File: config.mk
export PLATFORM = sky130hd
export DESIGN_NAME = core_seq
export DESIGN_NICKNAME = d
export VERILOG_FILES = /design/src/core/core_seq_pkg.sv /design/src/core/ret_stack_if.sv /design/src/core/core_seq.sv /design/src/core/ret_stack.sv
export SDC_FILE = /design/constraint.sdc
export NUM_CORES = 1
export LEC_CHECK = 0
export ABC_AREA = 1
export BUFFER_PORTS_ARGS = -buffer_cell sky130_fd_sc_hd__clkbuf_2
export CAP_MARGIN = 20
export CORE_MARGIN = 1
export CORE_UTILIZATION = 25
export CTS_CLUSTER_SIZE = 8
export DETAILED_ROUTE_END_ITERATION = 10
export GPL_ROUTABILITY_DRIVEN = 0
export PLACE_DENSITY = 0.52
export SETUP_SLACK_MARGIN = 0.05
export SYNTH_ARGS = -nofsm -noshare
export SYNTH_HDL_FRONTEND = slang
export SYNTH_HIERARCHICAL = 1
export SYNTH_SLANG_ARGS = --single-unit
File: constraint.sdc
create_clock -name clk_i -period 3.01 [get_ports clk_i]
set_input_delay 0.602 -clock clk_i [delete_from_list [all_inputs] [get_ports clk_i]]
set_output_delay 0.602 -clock clk_i [all_outputs]
set_load 0.03 [all_outputs]
File: src/core/core_seq_pkg.sv
package core_seq_pkg;
  // ***********************
  // Register map (word offsets on the bus)
  // ***********************
  localparam logic [3:0] ADDR_OPTION = 4'h0;
  localparam logic [3:0] ADDR_PC_LOW = 4'h1;
  localparam logic [3:0] ADDR_PC_HIGH_LATCH = 4'h2;
  localparam logic [3:0] ADDR_IND_POINTER = 4'h3;
  localparam logic [3:0] ADDR_STATUS = 4'h4;
  localparam logic [3:0] ADDR_PC_FULL = 4'h5;
  localparam logic [3:0] ADDR_IND_PORT = 4'h6;
  // ***********************
  // Field positions and widths
  // ***********************
  localparam int PC_W = 13;
  localparam int STACK_DEPTH = 8;
  localparam int SP_W = 3;
  localparam int DADDR_W = 9;
  localparam int OPT_PULLUP_BIT = 7;
  localparam int OPT_INTEDGE_BIT = 6;
  localparam int OPT_CLKSRC_BIT = 5;
  localparam int OPT_SRCEDGE_BIT = 4;
  localparam int OPT_OWNER_BIT = 3;
  localparam int STATUS_BANK_BIT = 7;
  // Indirect port location in the data space (low 7 bits in every bank)
  localparam logic [6:0] IND_PORT_LOC = 7'h00;
  // ***********************
  // Reset values
  // ***********************
  localparam logic [7:0] OPTION_RST = 8'hff;
  localparam logic [12:0] PC_RST = 13'h0000;
  localparam logic [4:0] LATCH_RST = 5'h00;
  localparam logic [7:0] POINTER_RST = 8'h00;
  localparam logic [7:0] STATUS_RST = 8'h00;
  // Program-counter operations from the sequencer
  typedef enum logic [2:0] {
    PC_HOLD = 3'b000,
    PC_STEP = 3'b001,
    PC_CALL = 3'b011,
    PC_JUMP = 3'b010,
    PC_RET = 3'b110,
    PC_IRQ = 3'b111
  } pc_op_e;
  localparam logic [12:0] IRQ_VECTOR = 13'h0004;
endpackage

File: src/core/ret_stack_if.sv
`timescale 1ns/10ps
interface ret_stack_if;
  logic push;
  logic pop;
  logic [12:0] push_data;
  logic [12:0] top_data;
  modport owner (output push, output pop, output push_data, input top_data);
  modport store (input push, input pop, input push_data, output top_data);
endinterface

File: src/core/core_seq.sv
// The placing of the registers and the Wishbone register port were decided locally.
`timescale 1ns/10ps
module core_seq (
  // Clock and reset
  input wire logic clk_i,
  input wire logic rst_i,
  // Wishbone slave
  input wire logic cyc_i,
  input wire logic stb_i,
  input wire logic we_i,
  input wire logic [5:0] adr_i,
  input wire logic [3:0] sel_i,
  input wire logic [31:0] dat_i,
  output logic [31:0] dat_o,
  output logic ack_o,
  // Sequencer operations
  input wire logic [2:0] pc_op_i,
  input wire logic [10:0] operand_i,
  // Data space port
  output logic [8:0] data_addr_o,
  output logic data_rd_o,
  output logic data_wr_o,
  output logic [7:0] data_wdata_o,
  input wire logic [7:0] data_rdata_i,
  // Timer and interrupt pins
  input wire logic timer_ext_clock_pin_i,
  input wire logic ext_irq_pin_i,
  input wire logic [7:0] pin_pullup_enable_i,
  // Derived controls
  output logic [7:0] pullup_active_o,
  output logic ext_irq_edge_o,
  output logic timer_tick_o,
  output logic wdt_tick_o,
  input wire logic wdt_base_tick_i,
  output logic [12:0] pc_o
);
  // ***********************
  // State
  // ***********************
  logic [7:0] option_q;
  logic [12:0] pc_q;
  logic [12:0] pc_d;
  logic [4:0] latch_q;
  logic [7:0] pointer_q;
  logic [7:0] status_q;
  logic [7:0] presc_q;
  logic ack_q;
  ret_stack_if stk ();

  ret_stack u_stack (
    .clk_i(clk_i),
    .rst_i(rst_i),
    .st(stk)
  );

  // ***********************
  // Wishbone decode
  // ***********************
  logic req;
  logic wr_req;
  logic [3:0] widx;
  assign req = cyc_i && stb_i && !ack_q;
  assign wr_req = req && we_i && sel_i[0];
  assign widx = adr_i[5:2];
  assign ack_o = ack_q;

  // One write strobe per register, so each process owns one concern
  logic opt_wr;
  logic latch_wr;
  logic ptr_wr;
  logic status_wr;
  logic ind_wr;
  assign opt_wr = wr_req && widx == core_seq_pkg::ADDR_OPTION;
  assign latch_wr = wr_req && widx == core_seq_pkg::ADDR_PC_HIGH_LATCH;
  assign ptr_wr = wr_req && widx == core_seq_pkg::ADDR_IND_POINTER;
  assign status_wr = wr_req && widx == core_seq_pkg::ADDR_STATUS;
  assign ind_wr = wr_req && widx == core_seq_pkg::ADDR_IND_PORT;

  always_ff @(posedge clk_i) begin
    if (rst_i) begin
      ack_q <= 1'b0;
    end else begin
      ack_q <= req;
    end
  end

  // ***********************
  // Option register
  // ***********************
  always_ff @(posedge clk_i) begin
    if (rst_i) begin
      option_q <= core_seq_pkg::OPTION_RST;
    end else if (opt_wr) begin
      option_q <= dat_i[7:0];
    end
  end

  logic pullup_global_disable;
  logic ext_irq_edge_sel;
  logic timer_clk_src_sel;
  logic timer_ext_edge_sel;
  logic prescaler_owner_sel;
  logic [2:0] prescale_rate_code;
  assign pullup_global_disable = option_q[core_seq_pkg::OPT_PULLUP_BIT];
  assign ext_irq_edge_sel = option_q[core_seq_pkg::OPT_INTEDGE_BIT];
  assign timer_clk_src_sel = option_q[core_seq_pkg::OPT_CLKSRC_BIT];
  assign timer_ext_edge_sel = option_q[core_seq_pkg::OPT_SRCEDGE_BIT];
  assign prescaler_owner_sel = option_q[core_seq_pkg::OPT_OWNER_BIT];
  assign prescale_rate_code = option_q[2:0];

  // Pull-up needs the global enable and its own pin bit
  assign pullup_active_o = pullup_global_disable ? 8'h00 : pin_pullup_enable_i;

  // ***********************
  // Pin synchronisers: three stages, change taken when 2nd and 3rd agree
  // ***********************
  // Slot 0 is the timer clock pin, slot 1 the interrupt pin
  logic [1:0] pin_raw;
  logic [1:0] pin_rise;
  logic [1:0] pin_fall;
  assign pin_raw = {ext_irq_pin_i, timer_ext_clock_pin_i};

  for (genvar g = 0; g < 2; g++) begin : g_pin
    logic [2:0] sync_q;
    logic lvl_q;
    logic agree;

    always_ff @(posedge clk_i) begin
      if (rst_i) begin
        sync_q <= 3'h0;
      end else begin
        sync_q <= {sync_q[1:0], pin_raw[g]};
      end
    end

    // Two matching samples are needed, so a one-cycle glitch is dropped
    assign agree = sync_q[1] == sync_q[2];

    // Level resets low: a pin held high through reset shows one rise
    always_ff @(posedge clk_i) begin
      if (rst_i) begin
        lvl_q <= 1'b0;
      end else if (agree) begin
        lvl_q <= sync_q[2];
      end
    end

    assign pin_rise[g] = agree && sync_q[2] && !lvl_q;
    assign pin_fall[g] = agree && !sync_q[2] && lvl_q;
  end

  logic t_rise;
  logic t_fall;
  logic i_rise;
  logic i_fall;
  assign t_rise = pin_rise[0];
  assign t_fall = pin_fall[0];
  assign i_rise = pin_rise[1];
  assign i_fall = pin_fall[1];

  // Edge detector output is a combinational pulse off registered levels
  assign ext_irq_edge_o = ext_irq_edge_sel ? i_rise : i_fall;

  // ***********************
  // Shared prescaler
  // ***********************
  logic src_tick;
  logic presc_in;
  logic presc_out;
  logic [7:0] presc_mask;
  logic [2:0] shift_n;
  // Internal source ticks every instruction clock
  assign src_tick = timer_clk_src_sel ? (timer_ext_edge_sel ? t_fall : t_rise) : 1'b1;
  assign presc_in = prescaler_owner_sel ? wdt_base_tick_i : src_tick;
  assign shift_n = prescaler_owner_sel ? prescale_rate_code : prescale_rate_code + 3'h1;
  // Mask of 2^n - 1 (timer adds one more stage); code 7 for timer is 1:256
  assign presc_mask = (prescaler_owner_sel || prescale_rate_code != 3'h7) ?
                      8'((9'h001 << shift_n) - 9'h001) : 8'hff;
  assign presc_out = presc_in && ((presc_q & presc_mask) == presc_mask);

  always_ff @(posedge clk_i) begin
    if (rst_i) begin
      presc_q <= 8'h00;
    end else if (presc_in) begin
      presc_q <= presc_out ? 8'h00 : presc_q + 8'h01;
    end
  end

  // Non-owner sees its source undivided
  assign timer_tick_o = prescaler_owner_sel ? src_tick : presc_out;
  assign wdt_tick_o = prescaler_owner_sel ? presc_out : wdt_base_tick_i;

  // ***********************
  // Status bank bit and indirect pointer
  // ***********************
  logic [8:0] ind_addr;
  logic ind_self;
  assign ind_addr = {status_q[core_seq_pkg::STATUS_BANK_BIT], pointer_q};
  assign ind_self = ind_addr[6:0] == core_seq_pkg::IND_PORT_LOC;

  always_ff @(posedge clk_i) begin
    if (rst_i) begin
      pointer_q <= core_seq_pkg::POINTER_RST;
    end else if (ptr_wr) begin
      pointer_q <= dat_i[7:0];
    end
  end

  always_ff @(posedge clk_i) begin
    if (rst_i) begin
      status_q <= core_seq_pkg::STATUS_RST;
    end else if (status_wr) begin
      status_q <= dat_i[7:0];
    end
  end

  // Access to the port goes to the pointed location instead
  assign data_addr_o = ind_addr;
  assign data_rd_o = req && !we_i && widx == core_seq_pkg::ADDR_IND_PORT && !ind_self;
  // Self-pointing write never reaches the data space
  assign data_wr_o = ind_wr && !ind_self;
  assign data_wdata_o = dat_i[7:0];

  // ***********************
  // High latch and program counter
  // ***********************
  // Latch is only touched by software writes, never by stack traffic
  always_ff @(posedge clk_i) begin
    if (rst_i) begin
      latch_q <= core_seq_pkg::LATCH_RST;
    end else if (latch_wr) begin
      latch_q <= dat_i[4:0];
    end
  end

  logic pcl_wr;
  logic do_push;
  logic do_pop;
  assign pcl_wr = wr_req && widx == core_seq_pkg::ADDR_PC_LOW;
  // Bus write to the low byte takes priority over the sequencer
  assign do_push = !pcl_wr && (pc_op_i == core_seq_pkg::PC_CALL ||
                               pc_op_i == core_seq_pkg::PC_IRQ);
  // Popping an empty stack returns a stale entry; nothing flags it
  assign do_pop = !pcl_wr && pc_op_i == core_seq_pkg::PC_RET;

  always_comb begin
    pc_d = pc_q;
    if (pcl_wr) begin
      pc_d = {latch_q, dat_i[7:0]};
    end else begin
      case (pc_op_i)
        core_seq_pkg::PC_STEP: pc_d = pc_q + 13'h0001;
        core_seq_pkg::PC_CALL, core_seq_pkg::PC_JUMP: pc_d = {latch_q[4:3], operand_i};
        core_seq_pkg::PC_RET: pc_d = stk.top_data;
        core_seq_pkg::PC_IRQ: pc_d = core_seq_pkg::IRQ_VECTOR;
        default: pc_d = pc_q;
      endcase
    end
  end

  always_ff @(posedge clk_i) begin
    if (rst_i) begin
      pc_q <= core_seq_pkg::PC_RST;
    end else begin
      pc_q <= pc_d;
    end
  end

  // Push the address to resume at: next for call, current for interrupt
  assign stk.push = do_push;
  assign stk.pop = do_pop;
  assign stk.push_data = (pc_op_i == core_seq_pkg::PC_CALL) ? pc_q + 13'h0001 : pc_q;
  assign pc_o = pc_q;

  // ***********************
  // Read mux
  // ***********************
  logic [7:0] rd_byte;
  always_comb begin
    case (widx)
      core_seq_pkg::ADDR_OPTION: rd_byte = option_q;
      core_seq_pkg::ADDR_PC_LOW: rd_byte = pc_q[7:0];
      core_seq_pkg::ADDR_PC_HIGH_LATCH: rd_byte = {3'h0, latch_q};
      core_seq_pkg::ADDR_IND_POINTER: rd_byte = pointer_q;
      core_seq_pkg::ADDR_STATUS: rd_byte = status_q;
      default: rd_byte = 8'h00;
    endcase
  end

  always_ff @(posedge clk_i) begin
    if (rst_i) begin
      dat_o <= 32'h0000_0000;
    end else if (req && !we_i) begin
      if (widx == core_seq_pkg::ADDR_PC_FULL) begin
        dat_o <= {19'h0, pc_q};
      end else if (widx == core_seq_pkg::ADDR_IND_PORT) begin
        dat_o <= {24'h0, ind_self ? 8'h00 : data_rdata_i};
      end else begin
        dat_o <= {24'h0, rd_byte};
      end
    end
  end
endmodule

File: src/core/ret_stack.sv
`timescale 1ns/10ps
module ret_stack (
  // Clock and reset
  input wire logic clk_i,
  input wire logic rst_i,
  // Stack port
  ret_stack_if.store st
);
  logic [12:0] mem_q [core_seq_pkg::STACK_DEPTH];
  logic [2:0] sp_q;
  logic [2:0] sp_dec;

  assign sp_dec = sp_q - 3'h1;
  // Top of stack is the entry below the pointer
  assign st.top_data = mem_q[sp_dec];

  // ***********************
  // Circular pointer, never visible to software
  // ***********************
  // Wraps freely; no overflow or underflow status is kept.
  always_ff @(posedge clk_i) begin
    if (rst_i) begin
      sp_q <= 3'h0;
    end else if (st.push) begin
      sp_q <= sp_q + 3'h1;
    end else if (st.pop) begin
      sp_q <= sp_dec;
    end
  end

  always_ff @(posedge clk_i) begin
    if (st.push) begin
      mem_q[sp_q] <= st.push_data;
    end
  end
endmodule

# Yosys cells after proc, flatten, opt, wreduce, memory -nomap -nowiden
# Memory sizes are Yosys's and may differ from the RTL's.
# Cells that the tools add are included.
[op_classes]
add_sub_neg = 6
eq_ne = 15
shift = 1
muxes = 21
bitwise = 1
reduce_logical = 40
[op_table]
columns = ["op", "n"]
rows = [
  ["$pmux W13 S4", 1],
  ["$mux W8", 5],
  ["$pmux W8 S5", 1],
  ["$mux W13", 3],
  ["$logic_and A1 B1 Y1", 25],
  ["$add A13 B1 Y13 const B", 1],
  ["$eq A4 B3 Y1 const B", 3],
  ["$mux W3", 3],
  ["$add A8 B1 Y8 const B", 1],
  ["$and A8 B8 Y8", 1],
  ["$eq A4 B2 Y1 const B", 2],
  ["$eq A8 B8 Y1", 1],
  ["$logic_not A1 Y1", 8],
  ["$mux W1", 8],
  ["$shl A1 B3 Y8 const A", 1],
  ["$sub A8 B1 Y8 const B", 1],
  ["$logic_not A7 Y1", 1],
  ["$add A3 B1 Y3 const B", 2],
  ["$eq A3 B2 Y1 const B", 2],
  ["$eq A3 B3 Y1 const B", 2],
  ["$reduce_bool A5 Y1", 1],
  ["$eq A4 B1 Y1 const B", 1],
  ["$logic_not A4 Y1", 1],
  ["$eq A3 B1 Y1 const B", 1],
  ["6 further kinds", 8],
]
[word_totals]
ff_bits = 94
mem_bits_rw = 104
in_bits = 80
output_inout_bits = 76
word_cells = 98
mem_count = 1
[mem_list]
columns = ["memory", "words", "word_bits", "read_ports", "rd_ports_with_merged_regs", "write_ports", "line_no", "text"]
rows = [
  ["u_stack.mem_q", 8, 13, 1, 0, 1, "ret_stack.sv:9", "logic [12:0] mem_q [core_seq_pkg::STACK_DEPTH];"],
]

# Depth between registers and ports, before layout
# Gate-level depths: netlist of the first run.
[depth]
word_depth = 9
depth_mapped = 16

# Modules after synthesis
# Netlist of the first run, hierarchy kept.
[by_module_without_submodules]
columns = ["mod", "n_inst", "cells_each", "area_per_inst_um2", "seq_area_each_um2"]
rows = [
  ["ret_stack", 1, 490, 4789.6, 3183.1],
  ["core_seq", 1, 643, 4347.9, 1441.4],
]

# Worst setup path before layout of the first run
# Ideal clock, no wire load.
[synth_timing]
kind = "flip-flop to output port"
startpoint = "register option_q[0]"
endpoint = "output timer_tick_o"
arrival_ns = 2.595
t_required_ns = 2.408
path_slack_ns = -0.187
path_stages_with_launch = 15
n_path_buf = 0
path_cell_list = "dfxtp_1 ha_1 ha_1 inv_1 nand2_1 nand2_2 nand3_1 ha_1 or2_2 nand2_1 a21oi_1 nand3_1 a21oi_1 nand2_2 a21boi_0"
[synth_via]
elab_chain_cells = 9
word_cells_on_any_way = 11
[synth_lines]
columns = ["item", "line_no", "text"]
rows = [
  ["start: declaration", "core_seq.sv:40", "logic [7:0] option_q;"],
  ["start signal: assignment", "core_seq.sv:92", "option_q <= core_seq_pkg::OPTION_RST;"],
  ["start signal: assignment", "core_seq.sv:94", "option_q <= dat_i[7:0];"],
  ["$add A3 B1 Y3", "core_seq.sv:175", "assign shift_n = prescaler_owner_sel ? prescale_rate_code : prescale_rate_code + 3'h1;"],
  ["$mux W3", "core_seq.sv:175", ""],
  ["$shl A1 B3 Y8", "core_seq.sv:178", "8'((9'h001 << shift_n) - 9'h001) : 8'hff;"],
  ["$sub A8 B1 Y8", "core_seq.sv:178", ""],
  ["$mux W8 (*)", "core_seq.sv:177", "assign presc_mask = (prescaler_owner_sel || prescale_rate_code != 3'h7) ?"],
  ["$and A8 B8 Y8", "core_seq.sv:179", "assign presc_out = presc_in && ((presc_q & presc_mask) == presc_mask);"],
  ["$eq A8 B8 Y1 (*)", "core_seq.sv:179", ""],
  ["$logic_and A1 B1 Y1 (*)", "core_seq.sv:179", ""],
  ["$mux W1 (*)", "core_seq.sv:190", "assign timer_tick_o = prescaler_owner_sel ? src_tick : presc_out;"],
  ["end: declaration", "core_seq.sv:32", "output logic timer_tick_o,"],
]
# Mark *: on every way between the ends. The rest lies on a longest branch, timed or not.

# Worst setup path after layout of the first run
# Ends and elaborated chain as after synthesis.

==> results of run 1 <==
## critical path, delay by kind of cell (launching register included)
family          cells  cell delay (ns)
simple gates        7             0.54
buf+inv             2             0.22
compound gates      3             0.37
flops               1             0.34
fa+ha+maj           3             0.65
## power by group through the flow
stage	Clock (mW)	Combinational, mW	Sequential, mW
final	2.15	0.794	2.70
after CTS	2.20	0.805	2.70
after floorplan	0	0.530	2.77
after global placement	0	0.793	2.75
after global routing	2.30	0.886	2.71
after detailed placement	0	0.800	2.75
## what timing repair did
item | CTS | global route
buffers inserted | 3 | 1
resized for setup | 17 | 4
endpoints found under the hold margin | 0 | 0
pin swaps | 9 | 7
setup endpoints to repair | 2 | 2
## final cells by class
class / instances / area, µm² / area share (%)
sequential: 179 / 4630 / 42.6
multi-input combinational: 716 / 3500 / 32.2
timing repair buffer: 147 / 853 / 7.86
inverter: 193 / 732 / 6.74
tap: 461 / 577 / 5.31
clock buffer: 19 / 433 / 3.99
clock inverter: 13 / 133 / 1.22
antenna: 1 / 2.50 / 0.0230
## how the worst max path moves through the flow
| stage | start | end | slack (ns) | cells past startpoint |
|---|---|---|---|---|
| 3_5_place_dp | option_q[0] | timer_tick_o | 0.09 | 15 |
| 2_1_floorplan | option_q[0] | timer_tick_o | 0.04 | 14 |
| 5_1_grt | option_q[0] | timer_tick_o | -0.28 | 15 |
| 3_3_place_gp | option_q[0] | timer_tick_o | 0.11 | 15 |
| 4_1_cts | option_q[1] | timer_tick_o | -0.19 | 15 |
| 6_report | option_q[0] | timer_tick_o | -0.13 | 15 |
## flip-flops by register name, summed over array words and instances (netlist names)
signal         count
presc_q            8
g_pin.lvl_q        2
dat_o             13
u_stack/sp_q       3
status_q           8
option_q           8
g_pin.sync_q       6
u_stack/mem_q    104
ack_o              1
pointer_q          8
latch_q            5
pc_o              13
## placed cells by master (no fill, tap or decap), types with 7 or more instances in the layout
cell type	netlist	layout
nor2_2	7	7
clkbuf_2	1	105
edfxtp_1	104	104
a21oi_1	51	48
clkbuf_16	0	17
nand2_2	5	7
nand2_1	315	313
dfxtp_1	75	72
nand3_1	82	79
buf_4	30	40
nor2_1	78	78
o211ai_1	12	12
o21ai_0	59	59
ha_1	11	8
xor2_1	13	13
inv_1	188	187
o22ai_1	11	11
conb_1	1	19
## per-stage QoR
stage / instances / setup WS [ns] / setup TNS (ns)
2_1_floorplan: 1151 / 0.0381 / 0
3_3_place_gp: 1692 / 0.109 / 0
3_5_place_dp: 1692 / 0.0904 / 0
4_1_cts: 1727 / -0.191 / -0.351
5_1_grt: 1729 / -0.276 / -0.547
6_report: 1729 / -0.134 / -0.262
## synth_stat cells, types with 4 or more instances
library cell	n	area share (%)
nand2_1	315	13
inv_1	188	7.7
edfxtp_1	104	34
nand3_1	82	4.5
nor2_1	78	3.2
dfxtp_1	75	16
o21ai_0	59	3.2
a21oi_1	51	2.8
buf_4	30	2.5
buf_2	16	0.88
xor2_1	13	1.2
o211ai_1	12	0.99
ha_1	11	1.5
o22ai_1	11	0.75
clkbuf_1	9	0.37
buf_6	7	0.86
nor2_2	7	0.48
a22o_1	6	0.58
a22oi_1	5	0.41
a31oi_1	5	0.34
nand2_2	5	0.34
nand4_1	5	0.34
nor3_1	5	0.27
nor2_4	4	0.49
o221ai_1	4	0.38
## metal layers
layer,up-vias,share of wire [%],track usage [%]
met3,21,4.3,2.35
met5,-,0.049,0
met1,3510,47,19.5
li1,3832,-,-
met2,151,47,23.4
met4,2,1.4,4.33
## logic make-up after synthesis
| group | synth area share (%) |
|---|---|
| AO/OA/AOI/OAI | 10.4 |
| XOR/XNOR | 1.71 |
| adder cells (fa/ha/maj) | 1.51 |
| buffers and inverters | 12.6 |
| flip-flops | 50.6 |
| other | 0.0410 |
| AND/OR/NAND/NOR | 23.1 |
==> reports/metrics.yaml, run 1 <==
ys_seq_area_share_pct: 50.6
ios: 156
drive_gt1_share_pct: 17.3
fp-row-count: 69
stdcell_area_mm2: 0.0109
netlist_instances: 1133
ff2ff_setup_slack_ns: 0.54
p_comb_share_pct: 14.1
timing.rr.start: "option_q[0]"
grt_pass1_vias: 6954
crit_type: "flip-flop to primary output"
synth_cell_types: 42
syn_area_mm2: 0.00914
setup_viol: 2
final_max_slew_viol_count: 0
via_per_inst: 4.35
worstSetupEndpointType: "primary output"
gr-total-overflow: 0
max_freq_mhz: 318
vias: 7516
crit_top_cell: "nand2_2"
synthToLayoutAreaGrowth_pct: 18.8
peakVddDrop_v: 0.000320
fp.dieH_um: 193
clk_pin_slew_ns: 0.07
fin_nets: 1345
cts_tree: "built"
ys.flop_type: "edfxtp_1"
finalHoldWorstSlack_ns: 0.359
violations: "design-rule violations, negative setup slack"
min_period_ns: 3.14
dp_hpwl_mm: 19.0
worstPathRequired_ns: 2.41
antenna_left: 0
dieWidth_um: 193
synth.ff_latch_count: 179
first_iter_violations: 558
htreeDepth: 4
slew_headroom_pct: 33.1
grt_max_degree: 55
path_cells: "ha_4, ha_4, inv_2, nand2_2, nand2_2, nand3_2, ha_4, or2_4, nand2_2, a21oi_2, nand3_2, a21oi_2, nand2_2, a21boi_2, clkbuf_8"
fin_crit_sh_pct: 104
routedWlPerCell_um: 15.3
clock-sinks: 179
r2r_cells: 17
crit_arrival_ns: 2.54
clock_latency_ns: 0.43
clockBufferDepth: 2
switchingPower_mw: 1.59
cts_hold_buf: 0
die_area_mm2: 0.0373
crit_path_max_incr_delay_ns: 0.34
wirelength_mm: 26.5
finalClockSkew_ns: 0.00696
power_mw: 5.64
power.internal_mw: 4.05
worstHoldPathType: "input port to flip-flop"
io_buffers: 107
hp-start: "timer_ext_clock_pin_i"
grt_pass1_wl_mm: 40.1
power_frac_clock_pct: 38.1
worst-path-max-fanout: 3
whs_path_depth: 3
synth-edff-count: 104
maxCapViolations: 0
status: "complete, but fails checks"
grt_use_total_pct: 14.4
crit_path_top_delay_cell: "dfxtp_2"
place_area_mm2: 0.0102
drc_errors: 5
async_flop_share_pct: 0
rsz0062_at_grt: "true"
swShare_pct: 28.3
root_buffer: "clkbuf_16"
tightestPinTransition_ns: 0.993
hold_path_end: "g_pin[0].sync_q[0]"
first_pass_iters: 10
cts_buffers: 17
avgSynthCellArea_um2: 8.06
p_leak_nw: 4.83
r2r-end: "presc_q[7]"
ys_warn_count: 6
hold_viol_final: 0
design.core.area_mm2: 0.0357
finish.utilization_pct: 30.4
setup_slack_ns: -0.134
final.fill_count: 3822
power.density_mw_per_mm2: 519
seq_power_share_pct: 47.9
worstSetupStartpointType: "flip-flop"
grt_antenna_before_repair: 2
initial_core_util_pct: 25.6
(Power assumes the default switching activity.)
==> inputs of run 2 (changes only) <==
--- a/config.mk
+++ b/config.mk
@@ -13,8 +13,8 @@
 export CTS_CLUSTER_SIZE = 8
 export DETAILED_ROUTE_END_ITERATION = 10
 export GPL_ROUTABILITY_DRIVEN = 0
-export PLACE_DENSITY = 0.52
-export SETUP_SLACK_MARGIN = 0.05
+export PLACE_DENSITY = 0.5
+export SKIP_CTS_REPAIR_TIMING = 1
 export SYNTH_ARGS = -nofsm -noshare
 export SYNTH_HDL_FRONTEND = slang
 export SYNTH_HIERARCHICAL = 1
==> reports/metrics.yaml, run 2 (same netlist as run 1, synthesis figures left out) <==
diodes: 0  # was 1
finalHoldWorstSlack_ns: 0.352  # was 0.359 ns
worstSetupEndpointType: "primary output"  # unchanged
path_cells: "ha_4, ha_4, inv_2, nand2_2, nand2_2, nand3_2, ha_4, or2_4, nand2_2, a21oi_2, nand3_1, a21oi_2, nand2_2, a21boi_2, buf_6"  # was ha_4, ha_4, inv_2, nand2_2, nand2_2, nand3_2, ha_4, or2_4, nand2_2, a21oi_2, nand3_2, a21oi_2, nand2_2, a21boi_2, clkbuf_8
crit_arrival_ns: 2.63  # was 2.54 ns
grt_use_total_pct: 14.3  # was 14.4%
status: "complete, but fails checks"  # unchanged
routedWlPerCell_um: 15.1  # was 15.3 µm
power.density_mw_per_mm2: 530  # was 519 mW/mm²
hold_viol_final: 0  # unchanged
dp_hpwl_mm: 19.0  # about the same
clockBufferDepth: 2  # unchanged
regMostFlops: "u_stack/mem_q"  # unchanged
slew_headroom_pct: 41.9  # was 33.1%
fp-row-count: 69  # unchanged
maxCapViolations: 0  # unchanged
finalClockSkew_ns: 0.00830  # was 0.00696 ns
crit_top_cell: "nand2_2"  # unchanged
clock-sinks: 179  # unchanged
first_pass_iters: 7  # was 10
grt_max_degree: 56  # was 55
wirelength_mm: 26.2  # was 26.5 mm
design.core.area_mm2: 0.0357  # unchanged
finish.utilization_pct: 30.6  # was 30.4%
grt_antenna_before_repair: 0  # was 2
mostFrequentLayoutCell: "nand2_1"  # unchanged
setup_viol: 2  # unchanged
largest_reg_flops: 104  # unchanged
synthToLayoutAreaGrowth_pct: 19.6  # was 18.8%
cts_tree: "built"  # unchanged
root_buffer: "clkbuf_16"  # unchanged
fin_crit_sh_pct: 107  # was 104%
drc_errors: 0  # was 5
worstPathRequired_ns: 2.41  # about the same
first_iter_violations: 478  # was 558
worstSetupStartpointType: "flip-flop"  # unchanged
ios: 156  # unchanged
crit_path_max_incr_delay_ns: 0.37  # was 0.34 ns
grt_pass1_wl_mm: 39.7  # was 40.1 mm
max_freq_mhz: 310  # was 318 MHz
final-seq-area_mm2: 0.00463  # about the same
swShare_pct: 28.4  # was 28.3%
multi_input_area_mm2: 0.00350  # about the same
violations: "negative setup slack"  # was design-rule violations, negative setup slack
tightestPinTransition_ns: 0.863  # was 0.993 ns
routed-wl-met2_mm: 12.5  # about the same
layout_common_cells: "nand2_1 (313), inv_1 (187), clkbuf_2 (105), edfxtp_1 (104), nand3_1 (80)"  # was nand2_1 (313), inv_1 (187), clkbuf_2 (105), edfxtp_1 (104), nand3_1 (79)
final.fill_count: 3887  # was 3822
cts_buffers: 17  # unchanged
power_mw: 5.79  # was 5.64 mW
die_area_mm2: 0.0373  # unchanged
p_leak_nw: 4.91  # was 4.83 nW
min_period_ns: 3.23  # was 3.14 ns
clk_pin_slew_ns: 0.07  # about the same
crit_type: "flip-flop to primary output"  # unchanged
power.internal_mw: 4.15  # was 4.05 mW
worst-path-max-fanout: 4  # was 3
seq_power_share_pct: 46.5  # was 47.9%
gr-total-overflow: 0  # unchanged
dieWidth_um: 193  # unchanged
crit_path_top_delay_cell: "dfxtp_4"  # was dfxtp_2
setup_slack_ns: -0.219  # was -0.134 ns
fin_nets: 1352  # was 1345
io_buffers: 107  # unchanged
p_comb_share_pct: 14.1  # about the same
vias: 7631  # was 7516
clock_latency_ns: 0.44  # was 0.43 ns
drive_gt1_share_pct: 17.8  # was 17.3%
final_max_slew_viol_count: 0  # unchanged
highest_layer: "met4"  # was met5
worstHoldPathType: "input port to flip-flop"  # unchanged
wl_met1_mm: 12.4  # was 12.5 mm
fp.dieH_um: 193  # unchanged
grt_pass1_vias: 6856  # was 6954
peakVddDrop_v: 0.000323  # was 0.000320 V
switchingPower_mw: 1.64  # was 1.59 mW
rsz0062_at_grt: "true"  # unchanged
initial_core_util_pct: 25.6  # unchanged
htreeDepth: 4  # unchanged
wl_met3_um: 852  # was 1.13 mm
power_frac_clock_pct: 39.4  # was 38.1%
setup_tns_ns: -0.407  # was -0.262 ns
antenna_left: 0  # unchanged
via_per_inst: 4.40  # was 4.35
## run 2: cell count changes in the layout (fill, tap and decap cells not counted), moves of 2 or more
cell,change
clkbuf_8,-2
buf_6,+2
clkinv_4,-2
clkinvlp_4,-4
buf_4,+6
inv_6,+4
## run 2: worst paths after layout
| check | start | end | slack [ns] | depth (start not counted) |
|---|---|---|---|---|
| setup / recovery | option_q[0] | timer_tick_o | -0.22 | 15 |
| hold reg to reg | g_pin[1].sync_q[0] | g_pin[1].sync_q[1] | 0.40 | 2 |
| hold / removal | timer_ext_clock_pin_i | g_pin[0].sync_q[0] | 0.35 | 3 |
| setup reg to reg | option_q[0] | presc_q[6] | 0.50 | 17 |
## run 2: layout make-up
class | count | area share (%)
flip-flops and latches | 179 | 42.4
multi-input cells | 716 | 32.0
repair buffers | 154 | 8.22
inverters | 193 | 6.70
well taps | 461 | 5.28
clock buffers | 18 | 3.93
clock inverters | 14 | 1.52
## run 2: worst max-delay path: cells and delay by family (launching register included)
family	cells	cell delay (ns)
compound gates	3	0.38
fa+ha+maj	3	0.67
buf+inv	2	0.20
flops	1	0.37
simple gates	7	0.58
## run 2: metal layers
| layer | track usage [%] | vias up |
|---|---|---|
| met5 | 0 | - |
| met4 | 4.72 | 0 |
| met3 | 2.19 | 25 |
| met2 | 23.0 | 160 |
| met1 | 19.4 | 3602 |
| li1 | - | 3844 |
## run 2: power by group through the flow
stage / sequential (mW) / combinational [mW] / clock, mW
2_1_floorplan: 2.77 / 0.530 / 0
3_3_place_gp: 2.75 / 0.818 / 0
3_5_place_dp: 2.75 / 0.822 / 0
4_1_cts: 2.69 / 0.825 / 2.33
5_1_grt: 2.70 / 0.911 / 2.42
6_report: 2.69 / 0.818 / 2.28
## run 2: per-stage QoR
step	std cells	area, µm²	worst slack [ns]
after floorplan	1151	9210	0.0309
after global placement	1700	10200	0.0743
after detailed placement	1701	10200	0.0615
after CTS	1733	10800	-0.424
after global routing	1735	10900	-0.371
final	1735	10900	-0.219
